## config.mk

```make
export PLATFORM = sky130hd
export DESIGN_NAME = crmbs_top
export DESIGN_NICKNAME = d
export VERILOG_FILES = /design/src/inc/crmbs_pkg.sv /design/src/core/crmbs_top.sv
export SDC_FILE = /design/constraint.sdc
export NUM_CORES = 1
export LEC_CHECK = 0
export BUFFER_PORTS_ARGS = -buffer_cell sky130_fd_sc_hd__buf_2
export CAP_MARGIN = 10
export CORE_UTILIZATION = 55
export CTS_CLUSTER_SIZE = 28
export DETAILED_ROUTE_END_ITERATION = 10
export GPL_ROUTABILITY_DRIVEN = 0
export PLACE_DENSITY = 0.79
export SYNTH_ARGS = -nofsm -noshare
export SYNTH_HDL_FRONTEND = slang
export SYNTH_SLANG_ARGS = --single-unit
```

## constraint.sdc

```tcl
create_clock -name clk_sys -period 2.92 [get_ports clk_sys]
set_input_delay 0.146 -clock clk_sys [delete_from_list [all_inputs] [get_ports clk_sys]]
set_output_delay 0.146 -clock clk_sys [all_outputs]
set_load 0.005 [all_outputs]
```

## src/inc/crmbs_pkg.sv

```systemverilog
// constants for the receive mask and buffer status block
// assumes an axi4-lite master with 8-bit byte addresses and 32-bit data
package crmbs_pkg;
   // sizes
   localparam int unsigned CRMBS_MASKS = 3;
   localparam int unsigned CRMBS_BUFS = 32;
   localparam int unsigned CRMBS_IDX_W = 5;
   localparam int unsigned CRMBS_ADDR_W = 8;
   localparam int unsigned CRMBS_ID_W = 29;
   localparam int unsigned CRMBS_IRQ_W = 2;
   // register byte offsets
   localparam logic [7:0] ADDR_MASK_BASE = 8'h00;
   localparam logic [7:0] ADDR_MASK_END = 8'h18;
   localparam logic [7:0] ADDR_FULL_LOW = 8'h20;
   localparam logic [7:0] ADDR_FULL_HIGH = 8'h24;
   localparam logic [7:0] ADDR_OVF_LOW = 8'h28;
   localparam logic [7:0] ADDR_OVF_HIGH = 8'h2c;
   localparam logic [7:0] ADDR_IRQ_STATUS = 8'h30;
   localparam logic [7:0] ADDR_IRQ_MASK = 8'h34;
   // standard mask register fields
   localparam int unsigned STD_ID_LSB = 5;
   localparam int unsigned STD_ID_MSB = 15;
   localparam int unsigned STD_MODE_BIT = 3;
   localparam int unsigned STD_EXT_HI_MSB = 1;
   localparam logic [15:0] STD_WRITABLE = 16'hffeb;
   // received identifier layout: standard bits above the 18 extended bits
   localparam int unsigned ID_EXT_W = 18;
   // interrupt status bits
   localparam int unsigned IRQ_STORED_BIT = 0;
   localparam int unsigned IRQ_OVERFLOW_BIT = 1;
   // reset values
   localparam logic [15:0] RESET_FLAGS = 16'h0000;
   localparam logic [15:0] RESET_MASK = 16'h0000;
   // axi responses
   localparam logic [1:0] RESP_OKAY = 2'h0;
   localparam logic [1:0] RESP_SLVERR = 2'h2;
endpackage

```

## src/core/crmbs_top.sv

```systemverilog
// receive acceptance masks, mask compare and per-buffer full/overflow flags
// assumes store and compare requests come from logic on clk_sys
//
// Decided for this implementation: the placing of the registers and the AXI4-Lite slave port.
`timescale 1ns/1ps
`default_nettype none
module crmbs_top
   import crmbs_pkg::*;
(
   // system
   input wire logic clk_sys,
   input wire logic resetn,
   // axi write address
   input wire logic [CRMBS_ADDR_W-1:0] s_axi_awaddr,
   input wire logic s_axi_awvalid,
   output logic s_axi_awready,
   // axi write data
   input wire logic [31:0] s_axi_wdata,
   input wire logic [3:0] s_axi_wstrb,
   input wire logic s_axi_wvalid,
   output logic s_axi_wready,
   // axi write response
   output logic [1:0] s_axi_bresp,
   output logic s_axi_bvalid,
   input wire logic s_axi_bready,
   // axi read address
   input wire logic [CRMBS_ADDR_W-1:0] s_axi_araddr,
   input wire logic s_axi_arvalid,
   output logic s_axi_arready,
   // axi read data
   output logic [31:0] s_axi_rdata,
   output logic [1:0] s_axi_rresp,
   output logic s_axi_rvalid,
   input wire logic s_axi_rready,
   // filter compare
   input wire logic matchReq,
   input wire logic [CRMBS_ID_W-1:0] rxId,
   input wire logic rxIde,
   input wire logic [CRMBS_ID_W-1:0] filterId,
   input wire logic filterIde,
   input wire logic [1:0] maskSelect,
   output logic matchDone,
   output logic matchHit,
   // buffer store
   input wire logic storeValid,
   input wire logic [CRMBS_IDX_W-1:0] storeIndex,
   output logic [CRMBS_BUFS-1:0] bufferFull,
   // interrupt
   output logic irq
);

   // every register of the block lives in this one record
   typedef struct packed {
      logic [CRMBS_MASKS-1:0][15:0] maskStd;
      logic [CRMBS_MASKS-1:0][15:0] maskExt;
      logic [CRMBS_BUFS-1:0] full;
      logic [CRMBS_BUFS-1:0] ovf;
      logic [CRMBS_IRQ_W-1:0] irqStat;
      logic [CRMBS_IRQ_W-1:0] irqMask;
      logic irq;
      logic matchDone;
      logic matchHit;
      logic awReady;
      logic awHeld;
      logic [CRMBS_ADDR_W-1:0] awAddr;
      logic wReady;
      logic wHeld;
      logic [31:0] wData;
      logic [3:0] wStrb;
      logic bValid;
      logic [1:0] bResp;
      logic arReady;
      logic rValid;
      logic [31:0] rData;
      logic [1:0] rResp;
   } crmbs_state_s;

   crmbs_state_s s_q;
   crmbs_state_s s_d;

   // per-buffer flag terms
   logic [CRMBS_BUFS-1:0] setFull;
   logic [CRMBS_BUFS-1:0] setOvf;
   logic [CRMBS_BUFS-1:0] keepFull;
   logic [CRMBS_BUFS-1:0] keepOvf;
   logic [CRMBS_IRQ_W-1:0] irqEvt;
   logic [CRMBS_IRQ_W-1:0] irqClr;

   // mask compare terms
   logic selValid;
   logic [1:0] selIdx;
   logic [15:0] selStd;
   logic [15:0] selExt;
   logic [CRMBS_ID_W-1:0] cmpMask;
   logic idEqual;
   logic typeOk;

   // axi handshake terms
   logic awTake;
   logic wTake;
   logic arTake;

   // byte-lane merge for plain read/write registers
   function automatic logic [15:0] merge16(input logic [15:0] old,
                                           input logic [31:0] data,
                                           input logic [3:0] strb);
      logic [15:0] res;
      res = old;
      if (strb[0]) begin
         res[7:0] = data[7:0];
      end
      if (strb[1]) begin
         res[15:8] = data[15:8];
      end
      return res;
   endfunction

   // clear-only lanes: a written 0 clears, a written 1 or an idle lane keeps
   function automatic logic [15:0] keep16(input logic [31:0] data,
                                          input logic [3:0] strb);
      logic [15:0] res;
      res = 16'hffff;
      if (strb[0]) begin
         res[7:0] = data[7:0];
      end
      if (strb[1]) begin
         res[15:8] = data[15:8];
      end
      return res;
   endfunction

   // unaligned or out-of-range mask offsets get the error answer
   function automatic logic isMaskAddr(input logic [CRMBS_ADDR_W-1:0] a);
      return (a >= ADDR_MASK_BASE) && (a < ADDR_MASK_END) &&
             (a[1:0] == 2'h0);
   endfunction

   // per-buffer set terms from the store port
   for (genvar i = 0; i < CRMBS_BUFS; i++) begin : g_buf
      assign setFull[i] = storeValid &&
                          (storeIndex == CRMBS_IDX_W'(i));
      // overflow needs the flag already set before this store
      assign setOvf[i] = setFull[i] && s_q.full[i];
   end

   // mask compare; code 3 of the selector picks no mask and never matches
   always_comb begin
      selValid = (32'(maskSelect) < CRMBS_MASKS);
      selIdx = selValid ? maskSelect : 2'h0;
      selStd = s_q.maskStd[selIdx];
      selExt = s_q.maskExt[selIdx];
      cmpMask = {selStd[STD_ID_MSB:STD_ID_LSB],
                 selStd[STD_EXT_HI_MSB:0], selExt};
      // standard frames carry no extended bits, so those are not compared
      if (!rxIde) begin
         cmpMask[ID_EXT_W-1:0] = '0;
      end
      idEqual = (((rxId ^ filterId) & cmpMask) == '0);
      // mode clear: either frame type passes once the ids agree
      typeOk = !selStd[STD_MODE_BIT] || (rxIde == filterIde);
   end

   always_comb begin
      s_d = s_q;
      // defaults: keep every flag, clear no status
      keepFull = '1;
      keepOvf = '1;
      irqClr = '0;
      awTake = s_axi_awvalid && s_q.awReady;
      wTake = s_axi_wvalid && s_q.wReady;
      arTake = s_axi_arvalid && s_q.arReady;

      // write channels are taken independently, in either order
      if (awTake) begin
         s_d.awHeld = 1'b1;
         s_d.awAddr = s_axi_awaddr;
      end
      if (wTake) begin
         s_d.wHeld = 1'b1;
         s_d.wData = s_axi_wdata;
         s_d.wStrb = s_axi_wstrb;
      end
      if (s_q.bValid && s_axi_bready) begin
         s_d.bValid = 1'b0;
      end
      // the update waits for both halves, so decode sees held values only
      if (s_q.awHeld && s_q.wHeld && !s_q.bValid) begin
         s_d.awHeld = 1'b0;
         s_d.wHeld = 1'b0;
         s_d.bValid = 1'b1;
         s_d.bResp = RESP_OKAY;
         if (isMaskAddr(s_q.awAddr)) begin
            if (32'(s_q.awAddr[4:3]) >= CRMBS_MASKS) begin
               s_d.bResp = RESP_SLVERR;
            end else if (s_q.awAddr[2]) begin
               s_d.maskExt[s_q.awAddr[4:3]] =
                  merge16(s_q.maskExt[s_q.awAddr[4:3]],
                          s_q.wData, s_q.wStrb);
            end else begin
               s_d.maskStd[s_q.awAddr[4:3]] =
                  merge16(s_q.maskStd[s_q.awAddr[4:3]],
                          s_q.wData, s_q.wStrb) & STD_WRITABLE;
            end
         end else begin
            unique case (s_q.awAddr)
               ADDR_FULL_LOW: begin
                  keepFull[15:0] = keep16(s_q.wData, s_q.wStrb);
               end
               ADDR_FULL_HIGH: begin
                  keepFull[31:16] = keep16(s_q.wData, s_q.wStrb);
               end
               ADDR_OVF_LOW: begin
                  keepOvf[15:0] = keep16(s_q.wData, s_q.wStrb);
               end
               ADDR_OVF_HIGH: begin
                  keepOvf[31:16] = keep16(s_q.wData, s_q.wStrb);
               end
               ADDR_IRQ_STATUS: begin
                  // status clears only by reading it
               end
               ADDR_IRQ_MASK: begin
                  if (s_q.wStrb[0]) begin
                     s_d.irqMask = s_q.wData[CRMBS_IRQ_W-1:0];
                  end
               end
               // refused writes still answer, with an error code
               default: begin
                  s_d.bResp = RESP_SLVERR;
               end
            endcase
         end
      end

      // read channel: data is captured at the address edge
      if (s_q.rValid && s_axi_rready) begin
         s_d.rValid = 1'b0;
      end
      if (arTake) begin
         s_d.rValid = 1'b1;
         s_d.rResp = RESP_OKAY;
         // upper half of every read is zero
         s_d.rData = '0;
         if (isMaskAddr(s_axi_araddr)) begin
            if (32'(s_axi_araddr[4:3]) >= CRMBS_MASKS) begin
               s_d.rResp = RESP_SLVERR;
            end else if (s_axi_araddr[2]) begin
               s_d.rData[15:0] = s_q.maskExt[s_axi_araddr[4:3]];
            end else begin
               s_d.rData[15:0] = s_q.maskStd[s_axi_araddr[4:3]];
            end
         end else begin
            unique case (s_axi_araddr)
               ADDR_FULL_LOW: begin
                  s_d.rData[15:0] = s_q.full[15:0];
               end
               ADDR_FULL_HIGH: begin
                  s_d.rData[15:0] = s_q.full[31:16];
               end
               ADDR_OVF_LOW: begin
                  s_d.rData[15:0] = s_q.ovf[15:0];
               end
               ADDR_OVF_HIGH: begin
                  s_d.rData[15:0] = s_q.ovf[31:16];
               end
               ADDR_IRQ_STATUS: begin
                  s_d.rData[CRMBS_IRQ_W-1:0] = s_q.irqStat;
                  // a status read clears it; an event in this cycle lands
                  irqClr = '1;
               end
               ADDR_IRQ_MASK: begin
                  s_d.rData[CRMBS_IRQ_W-1:0] = s_q.irqMask;
               end
               // unmapped reads answer zero with an error code
               default: begin
                  s_d.rResp = RESP_SLVERR;
               end
            endcase
         end
      end

      // a store in the same cycle as a software clear wins
      s_d.full = (s_q.full & keepFull) | setFull;
      s_d.ovf = (s_q.ovf & keepOvf) | setOvf;
      // sticky event bits, one per kind of event
      irqEvt = '0;
      irqEvt[IRQ_STORED_BIT] = |setFull;
      irqEvt[IRQ_OVERFLOW_BIT] = |setOvf;
      s_d.irqStat = (s_q.irqStat & ~irqClr) | irqEvt;
      // irq follows the next status, so it rises together with the bit
      s_d.irq = |(s_d.irqStat & s_d.irqMask);

      // compare answer one cycle after the request
      s_d.matchDone = matchReq;
      s_d.matchHit = matchReq && selValid && idEqual && typeOk;

      // one write and one read in flight at a time
      s_d.awReady = !s_d.awHeld && !s_d.bValid;
      s_d.wReady = !s_d.wHeld && !s_d.bValid;
      s_d.arReady = !s_d.rValid;
   end

   // masks have no documented reset value; they start at zero here
   always_ff @(posedge clk_sys or negedge resetn) begin
      if (!resetn) begin
         s_q <= '0;
         s_q.full <= {RESET_FLAGS, RESET_FLAGS};
         s_q.ovf <= {RESET_FLAGS, RESET_FLAGS};
         s_q.maskStd <= {CRMBS_MASKS{RESET_MASK}};
         s_q.maskExt <= {CRMBS_MASKS{RESET_MASK}};
      end else begin
         s_q <= s_d;
      end
   end

   // bus outputs
   assign s_axi_awready = s_q.awReady;
   assign s_axi_wready = s_q.wReady;
   assign s_axi_bresp = s_q.bResp;
   assign s_axi_bvalid = s_q.bValid;
   assign s_axi_arready = s_q.arReady;
   assign s_axi_rdata = s_q.rData;
   assign s_axi_rresp = s_q.rResp;
   assign s_axi_rvalid = s_q.rValid;

   // compare, flag and interrupt outputs
   assign matchDone = s_q.matchDone;
   assign matchHit = s_q.matchHit;
   assign bufferFull = s_q.full;
   assign irq = s_q.irq;

endmodule // crmbs_top
`default_nettype wire

```

# After elaboration in Yosys (flattened, before gate mapping)
# Index checks and enable logic that the tools add are counted.
# W data, S select, Z words.
# op_classes
bitwise_logic	12
n_lt_le_gt_ge	11
reduce_logical	99
n_eq_ne	44
n_mux	73
# op_table
op	count
$mux W16	13
$bmux W16 S2	6
$mux W8	22
$mux W32	4
$bwmux W48	2
$eq A8 B6 Y1 const B	12
$logic_and A1 B1 Y1	81
$eq A5 B5 Y1 const B	16
$and A32 B32 Y32	2
$or A32 B32 Y32	2
$reduce_or A32 Y1	2
$pmux W14 S4	1
$eq A5 B4 Y1 const B	8
$mux W37	1
$mux W18	2
$mux W35	1
$demux W16 S2	1
$and A29 B29 Y29	1
$logic_not A29 Y1	1
$xor A29 B29 Y29	1
$mux W2	13
$eq A5 B3 Y1 const B	4
$ge A8 B1 Y1 const B	2
$lt A8 B5 Y1 const B	2
other kinds (22)	39
# word_totals
register_bits	238
output_inout_bits	76

# Depth between registers and ports, before layout
# Gate-level depths: netlist of run 1.
# depth
word_depth	10
mapped_depth	10

# Least setup slack after synthesis of run 1
# Ideal clock, no wire load.
# synth_path
kind	reg-to-reg
from	register s_q[84] (netlist name)
to	register s_q[222] (netlist name)
stages_incl_launch_ff	7
synth_period_minus_slack_ns	2.277
path_buffers	1
t_arrival_ns	2.152
slack_ns	0.643
path_cell_list	dfrtp_1 > nor4_4 > nand2_2 > or4_4 > nor3b_4 > buf_6 > mux2_2
# synth_via
elab_chain_len	4
elab_cells_between_ends	5
cone_classes	order compare (2); reduce/logical (3)
# synth_rtl
element	line_no	rtl
start: declaration	crmbs_top.sv:78	crmbs_state_s s_q;
$ge A8 B1 Y1 or $lt A8 B5 Y1 (tied branches)	crmbs_top.sv:134	return (a >= ADDR_MASK_BASE) && (a < ADDR_MASK_END) &&
$logic_and A1 B1 Y1 (*) (2 in series)	crmbs_top.sv:134	
$reduce_and A4 Y1 (no source line) (*)	n/a	
# Mark *: on every way between the ends. The rest lies on a longest branch, timed or not.
# A chain may end at the register's enable or synchronous reset.

# Worst setup path in the final report of run 1
# layout_path
from	register s_q[84] (netlist name)
to	register s_q[231] (netlist name)
# The elaborated chain is that of the path after synthesis.

==> results of run 1 <==
-- power breakdown --
group	internal (W)	total (W)	switching [W]	leakage [nW]
clock network	0.00192	0.00310	0.00118	0.401
registers	0.00338	0.00403	0.000651	2.53
logic	0.00105	0.00262	0.00157	3.11
total	0.00635	0.00974	0.00339	6.05
-- metrics by stage --
step                cells  setup slack (ns)  hold WS [ns]
floorplan            1269             0.643        -0.150
global placement     1612             0.400         0.223
detailed placement   1612             0.340         0.221
CTS                  1683             0.401        0.0378
global route         1683             0.285        0.0490
finish               1683             0.380        0.0618
-- synth_stat cells (7+ instances only) --
master | count | area share [%]
sky130_fd_sc_hd__a211oi_1 | 34 | 2.1
sky130_fd_sc_hd__a21oi_1 | 19 | 0.79
sky130_fd_sc_hd__a22oi_1 | 11 | 0.68
sky130_fd_sc_hd__buf_1 | 11 | 0.34
sky130_fd_sc_hd__buf_2 | 8 | 0.33
sky130_fd_sc_hd__buf_4 | 70 | 4.3
sky130_fd_sc_hd__clkbuf_1 | 47 | 1.5
sky130_fd_sc_hd__dfrtp_1 | 212 | 44
sky130_fd_sc_hd__inv_1 | 14 | 0.43
sky130_fd_sc_hd__mux2_2 | 114 | 11
sky130_fd_sc_hd__mux2i_1 | 52 | 4.3
sky130_fd_sc_hd__nand2_1 | 90 | 2.8
sky130_fd_sc_hd__nand2b_1 | 7 | 0.36
sky130_fd_sc_hd__nand3_1 | 45 | 1.9
sky130_fd_sc_hd__nand4_1 | 8 | 0.41
sky130_fd_sc_hd__nor2_1 | 127 | 3.9
sky130_fd_sc_hd__nor2b_1 | 24 | 1.2
sky130_fd_sc_hd__nor3_1 | 12 | 0.50
sky130_fd_sc_hd__o21ai_0 | 138 | 5.7
sky130_fd_sc_hd__o221ai_1 | 7 | 0.51
sky130_fd_sc_hd__o22ai_1 | 50 | 2.6
sky130_fd_sc_hd__o311ai_0 | 7 | 0.51
sky130_fd_sc_hd__or2_2 | 14 | 0.72
sky130_fd_sc_hd__or3_1 | 9 | 0.46
sky130_fd_sc_hd__xnor2_1 | 22 | 1.6
sky130_fd_sc_hd__xor2_1 | 8 | 0.58
-- timing repair --
item	4_1_cts	5_1_grt
hold buffers	32	0
buffers inserted	0	0
hold endpoints to repair	108	0
resized for setup	0	0
-- cell families after synthesis --
logic type	count (synthesis)
simple gates	361
compound gates	317
flops	212
mux	175
buf+inv	156
xor+xnor	30
other cells	1
-- area by class of cell --
class | count | area (um^2) | area share (%)
clock buffer | 34 | 707 | 5.05
clock inverter | 5 | 100 | 0.715
inverter | 17 | 63.8 | 0.456
multi-input combinational | 901 | 6000 | 42.8
sequential | 212 | 5310 | 37.9
tap | 275 | 344 | 2.46
timing repair buffer | 239 | 1490 | 10.6
-- metal layers --
| metal | track usage, % | vias to the layer above |
|---|---|---|
| met5 | 0 | - |
| met4 | 13.8 | 0 |
| li1 | - | 4755 |
| met2 | 53.6 | 874 |
| met1 | 48.2 | 5250 |
| met3 | 7.76 | 144 |
-- worst min-delay path by stage --
| stage | start | to | slack, ns | cells past startpoint |
|---|---|---|---|---|
| 2_1_floorplan | resetn | bufferFull[0]$_DFF_PN0_ | -0.15 | 0 |
| 6_report | storeValid | s_q[92]$_DFF_PN0_ | 0.06 | 2 |
| 3_3_place_gp | resetn | bufferFull[15]$_DFF_PN0_ | 0.22 | 1 |
| 3_5_place_dp | resetn | bufferFull[15]$_DFF_PN0_ | 0.22 | 1 |
| 5_1_grt | storeValid | s_q[92]$_DFF_PN0_ | 0.05 | 2 |
| 4_1_cts | storeValid | s_q[92]$_DFF_PN0_ | 0.04 | 2 |
==> impl_metrics.yaml, run 1 <==
outcome:
  run_status: "complete, no violations"
routing:
  final_antenna_net_count: 0
  vias_per_cell: 6.55
  postRouteWirelength_um: 39000
  iter_0_drt_violations: 1410
  post-route-drc-count: 0
  detailedRoute.firstPassIterationCount: 8
  met2RoutedLength_um: 17200
  detail_route.wirelength.met1_um: 15100
  wl_per_cell_um: 23.1
  vias: 11023
  route.top_layer_used: "met4"
  met3RoutedLength_um: 4890
timing:
  worst-slew-pin-transition_ns: 1.03
  hold_viol_final: 0
  grt_setup_unrepaired: "no"
  timing.final.crit_period_ns: 2.54
  skew_ns: 0.0115
  max_freq_mhz: 394
  slew_headroom_pct: 31.5
  finalMaxSlewViolations: 0
  final.period_utilization_pct: 87.0
  setup-tns-final_ns: 0
  setup_viol: 0
setup_path:
  ff2ff_setup_slack_ns: 0.38
  crit_path_top_delay_cell: "sky130_fd_sc_hd__nor4_4"
  timing.critical_path.to_type: "register"
  r2r_end: "s_q[231]$_DFFE_PN0P_"
  cp_num_cells: 6
  worst_setup_path_endpoint: "s_q[231]$_DFFE_PN0P_"
  critPathMaxFanout: 14
  worst_setup_path_start_kind: "register"
  worst-setup-path-type: "register to register"
  critical_path_buf_inv_count: 1
  largest_stage_delay_on_the_critical_path_ns: 0.51
  crit_required_ns: 3.30
  timing.critical_path.max_delay_family: "simple AND/OR/NAND/NOR gates"
  worstRegToRegCells: 6
  reg2reg_from: "s_q[84]$_DFFE_PN0P_"
  cp_data_arrival_time_ns: 2.92
  cp_cell_sequence: "nor4_4 > nand2_2 > or4_4 > nor3b_4 > buf_4 > mux2_1"
  crit_start: "s_q[84]$_DFFE_PN0P_"
die:
  row_count: 53
  floorplan.core_area_um2: 21300
  initial_core_util_pct: 56.9
  die-area_um2: 22600
  die-height_um: 150
  design.portCount: 204
  die_w_um: 150
layout:
  post_layout_nets: 1522
  fillerInstances: 1666
  mostFrequentLayoutCell: "sky130_fd_sc_hd__dfrtp_1"
  post_route_cells_drive_above_1_share_pct: 27.8
  largest_register_ffs: 154
  registers.top_by_ff_count: "s_q"
  syn_to_final_growth_pct: 15.7
  final_core_utilization_pct: 65.8
  final_cell_mix: "sky130_fd_sc_hd__dfrtp_1 (211), sky130_fd_sc_hd__buf_2 (166), sky130_fd_sc_hd__o21ai_0 (138)"
  diodes: 0
  fin_area_um2: 14000
pwr:
  power_consumption_w: 0.00974
  leakage_nw: 6.05
  irDropWorstVdd_uv: 689
  p_per_area_nw_per_um2: 695
clocking:
  cts-root-buf: "sky130_fd_sc_hd__clkbuf_16"
  clock_sink_count: 212
  insertion_delay_to_the_later_sink_of_the_worst_skew_pair_ns: 0.52
  cts_made_buffers: 23
  worst_setup_hold_path_clk_slew_ns: 0.06
  h-tree-depth: 1
  cts_tree: "built"
  cts_max_path_buffers: 3
grt:
  grt_use_total_pct: 35.0
  grt_antenna_before_repair: 0
  grt_max_degree: 81
  grt_pass1_wl_um: 60200
  grt-ovfl-total: 0
  vias_in_the_first_global_route: 10590
logic_synthesis:
  ys_warn_count: 0
  post_synth_and_or_nand_nor_area_fraction_pct: 14.2
  postSynth.asyncResetShare_pct: 100
  yosys-mux-area-fraction_pct: 16.0
  synth-compound-area-share_pct: 16.5
  syn_avg_cell_area_um2: 9.67
  yosys_register_bits: 212
  ys_seq_area_share_pct: 43.8
  distinct_cells_synth: 67
  synth_top_flop_cell: "sky130_fd_sc_hd__dfrtp_1"
  post_synth_fa_ha_maj_area_fraction_pct: 0
  synth_enable_flop_cells: 0
  dominant_combinational_cell_family_by_area_after_synthesis: "compound AO/OA/AOI/OAI gates"
  xor_xnor_share_of_the_synthesized_area_pct: 2.17
  synth_area_um2: 12100
  syn_inst: 1252
placed_design:
  io_buffer_count: 167
  dpl-instance-area_um2: 12900
  detail_placement_hpwl_um: 26600
hold_path:
  worstHoldPathType: "input pin to register"
job:
  max_cap_violations: 0
Note: power is estimated with default switching activity, not from simulation.
==> run 2, diff against run 1 <==
- CORE_UTILIZATION: 55 -> 52
- clock period: 2.92 -> 2.3 ns (I/O delays scaled with it)
==> run 2 against run 1 <==
  * Flip-flop and latch count is the same
  * Register-to-register slack lost 0.32 ns
  * Sequential share of layout area shrank 0.51 points
  * Final cell count grew 2.1%
  * Cell area grew 1.4%
  * Utilization shrank 3.3 points
  * Global-route usage shrank 2.8 points
  * Clock-buffer cell count grew 2
  * Die area grew 5.7%
  * Wire length shrank 1.3%
  * Combinational power grew 33%
==> impl_metrics.yaml, run 2 (synthesized netlist as in run 1, its figures left out) <==
grt:
  grt-ovfl-total: 0
  grt_antenna_before_repair: 2
  grt_pass1_wl_um: 59800
  grt_use_total_pct: 32.2
  grt_max_degree: 67
  vias_in_the_first_global_route: 10639
layout:
  post_layout_nets: 1545
  final_cell_mix: "sky130_fd_sc_hd__dfrtp_1 (211), sky130_fd_sc_hd__buf_2 (166), sky130_fd_sc_hd__o21ai_0 (138)"
  finish.cell_count_without_fillers: 1719
  mostFrequentLayoutCell: "sky130_fd_sc_hd__dfrtp_1"
  registers.top_by_ff_count: "s_q"
  fin_area_um2: 14200
  largest_register_ffs: 154
  post_route_cells_drive_above_1_share_pct: 28.6
  syn_to_final_growth_pct: 17.3
setup_path:
  timing.critical_path.to_type: "register"
  ff2ff_setup_slack_ns: 0.06
  r2r_end: "s_q[231]$_DFFE_PN0P_"
  worst_setup_path_start_kind: "register"
  worst-setup-path-type: "register to register"
  critPathMaxFanout: 14
  cp_data_arrival_time_ns: 2.64
  reg2reg_from: "s_q[77]$_DFFE_PN0P_"
  crit_required_ns: 2.70
  worst_setup_path_endpoint: "s_q[231]$_DFFE_PN0P_"
  crit_start: "s_q[77]$_DFFE_PN0P_"
  worstRegToRegCells: 6
clocking:
  cts_made_buffers: 24
  post-cts-setup-buffers: 0
  h-tree-depth: 1
  cts_max_path_buffers: 3
  insertion_delay_to_the_later_sink_of_the_worst_skew_pair_ns: 0.53
  cts_tree: "built"
  clock_sink_count: 212
  worst_setup_hold_path_clk_slew_ns: 0.06
  cts-root-buf: "sky130_fd_sc_hd__clkbuf_16"
timing:
  grt_setup_unrepaired: "yes"
  slew_headroom_pct: 49.9
  final.setup.worst_slack_ns: 0.0592
  skew_ns: 0.0136
  final.period_utilization_pct: 97.4
  setup_viol: 0
  max_freq_mhz: 446
  finalMaxSlewViolations: 0
  hold_viol_final: 0
  worst-slew-pin-transition_ns: 0.732
  timing.final.crit_period_ns: 2.24
placed_design:
  io_buffer_count: 167
  dp_worst_setup_slack_ns: -0.0354
  placed_cells_incl_taps: 1642
  dpl-instance-area_um2: 13100
  detail_placement_hpwl_um: 27000
routing:
  postRouteWirelength_um: 38400
  vias_per_cell: 6.44
  vias: 11076
  post-route-drc-count: 0
  wl_per_cell_um: 22.4
  detailedRoute.firstPassIterationCount: 6
  iter_0_drt_violations: 1404
  final_antenna_net_count: 0
die:
  row_count: 55
  die-height_um: 155
  design.portCount: 204
  initial_core_util_pct: 53.3
  die-area_um2: 23900
  floorplan.core_area_um2: 22700
  die_w_um: 155
pwr:
  cell_internal_pwr_w: 0.00781
  power_frac_comb_pct: 28.7
  irDropWorstVdd_uv: 627
  seq_power_share_pct: 41.3
  leakage_nw: 6.14
  power_dissipated_by_switching_net_loads_w: 0.00435
  p_clk_share_pct: 30.0
  swShare_pct: 35.8
  p_per_area_nw_per_um2: 856
  power_consumption_w: 0.0122
outcome:
  run_status: "complete, no violations"
job:
  max_cap_violations: 0
hold_path:
  worstHoldPathType: "input pin to async pin"
## run 2: changes by cell type in the layout (fill, tap and decap cells not counted), moves of 2 or more
cell | before | now
sky130_fd_sc_hd__dlygate4sd3_1 | 32 | 34
sky130_fd_sc_hd__buf_12 | 2 | 7
sky130_fd_sc_hd__clkinv_2 | 2 | 5
sky130_fd_sc_hd__clkbuf_1 | 2 | 7
sky130_fd_sc_hd__clkbuf_8 | 10 | 5
sky130_fd_sc_hd__buf_4 | 38 | 53
sky130_fd_sc_hd__clkbuf_16 | 23 | 25
sky130_fd_sc_hd__bufinv_16 | 3 | 0
## run 2: layer usage
layer | GRT usage [%] | routed length (um)
met4 | 17.0 | 2030
met1 | 44.3 | 14900
met2 | 47.6 | 16800
met3 | 7.20 | 4740
met5 | 0 | 0
## run 2: layout make-up
class	instances	area, um^2
antenna	1	2.50
clock buffer	36	707
clock inverter	6	36.3
fill	1839	8510
inverter	17	63.8
multi-input combinational	901	6000
sequential	212	5310
tap	285	357
timing repair buffer	261	1720
## run 2: power by group through the flow
stage	logic (W)	clock network (W)	registers, W
floorplan	0.00234	0	0.00472
global placement	0.00319	0	0.00501
detailed placement	0.00330	0	0.00504
CTS	0.00339	0.00366	0.00498
global route	0.00373	0.00383	0.00508
finish	0.00349	0.00365	0.00502
## run 2: per-stage QoR
step           utilization (%)  TNS [ns]  hold slack [ns]
3_3_place_gp              57.7         0           0.0464
4_1_cts                   62.5         0           0.0753
3_5_place_dp              57.7   -0.0438           0.0496
5_1_grt                   62.5   -0.0343           0.0968
2_1_floorplan                -         0           -0.181
6_report                  62.5         0           0.0656
## run 2: what timing repair did
action	4_1_cts	5_1_grt
endpoints found under the hold margin	245	0
setup endpoints to repair	0	26
gates resized for setup	0	3
hold buffers	34	0
## run 2: how the worst min path moves through the flow
stage | start | depth (start not counted) | endpoint
2_1_floorplan | resetn | 0 | bufferFull[0]$_DFF_PN0_
3_3_place_gp | resetn | 1 | bufferFull[15]$_DFF_PN0_
3_5_place_dp | resetn | 1 | bufferFull[12]$_DFF_PN0_
4_1_cts | resetn | 2 | bufferFull[12]$_DFF_PN0_
5_1_grt | resetn | 2 | bufferFull[15]$_DFF_PN0_
6_report | resetn | 2 | bufferFull[12]$_DFF_PN0_
## run 2: worst max-delay path, cell delays in order (launching register included)
cell and delay [ns]:
sky130_fd_sc_hd__dfrtp_1 0.41, sky130_fd_sc_hd__nor4_4 0.33, sky130_fd_sc_hd__nand2_2 0.11, sky130_fd_sc_hd__or4_4 0.48, sky130_fd_sc_hd__nor3b_4 0.25, sky130_fd_sc_hd__buf_12 0.19, sky130_fd_sc_hd__mux2_1 0.35
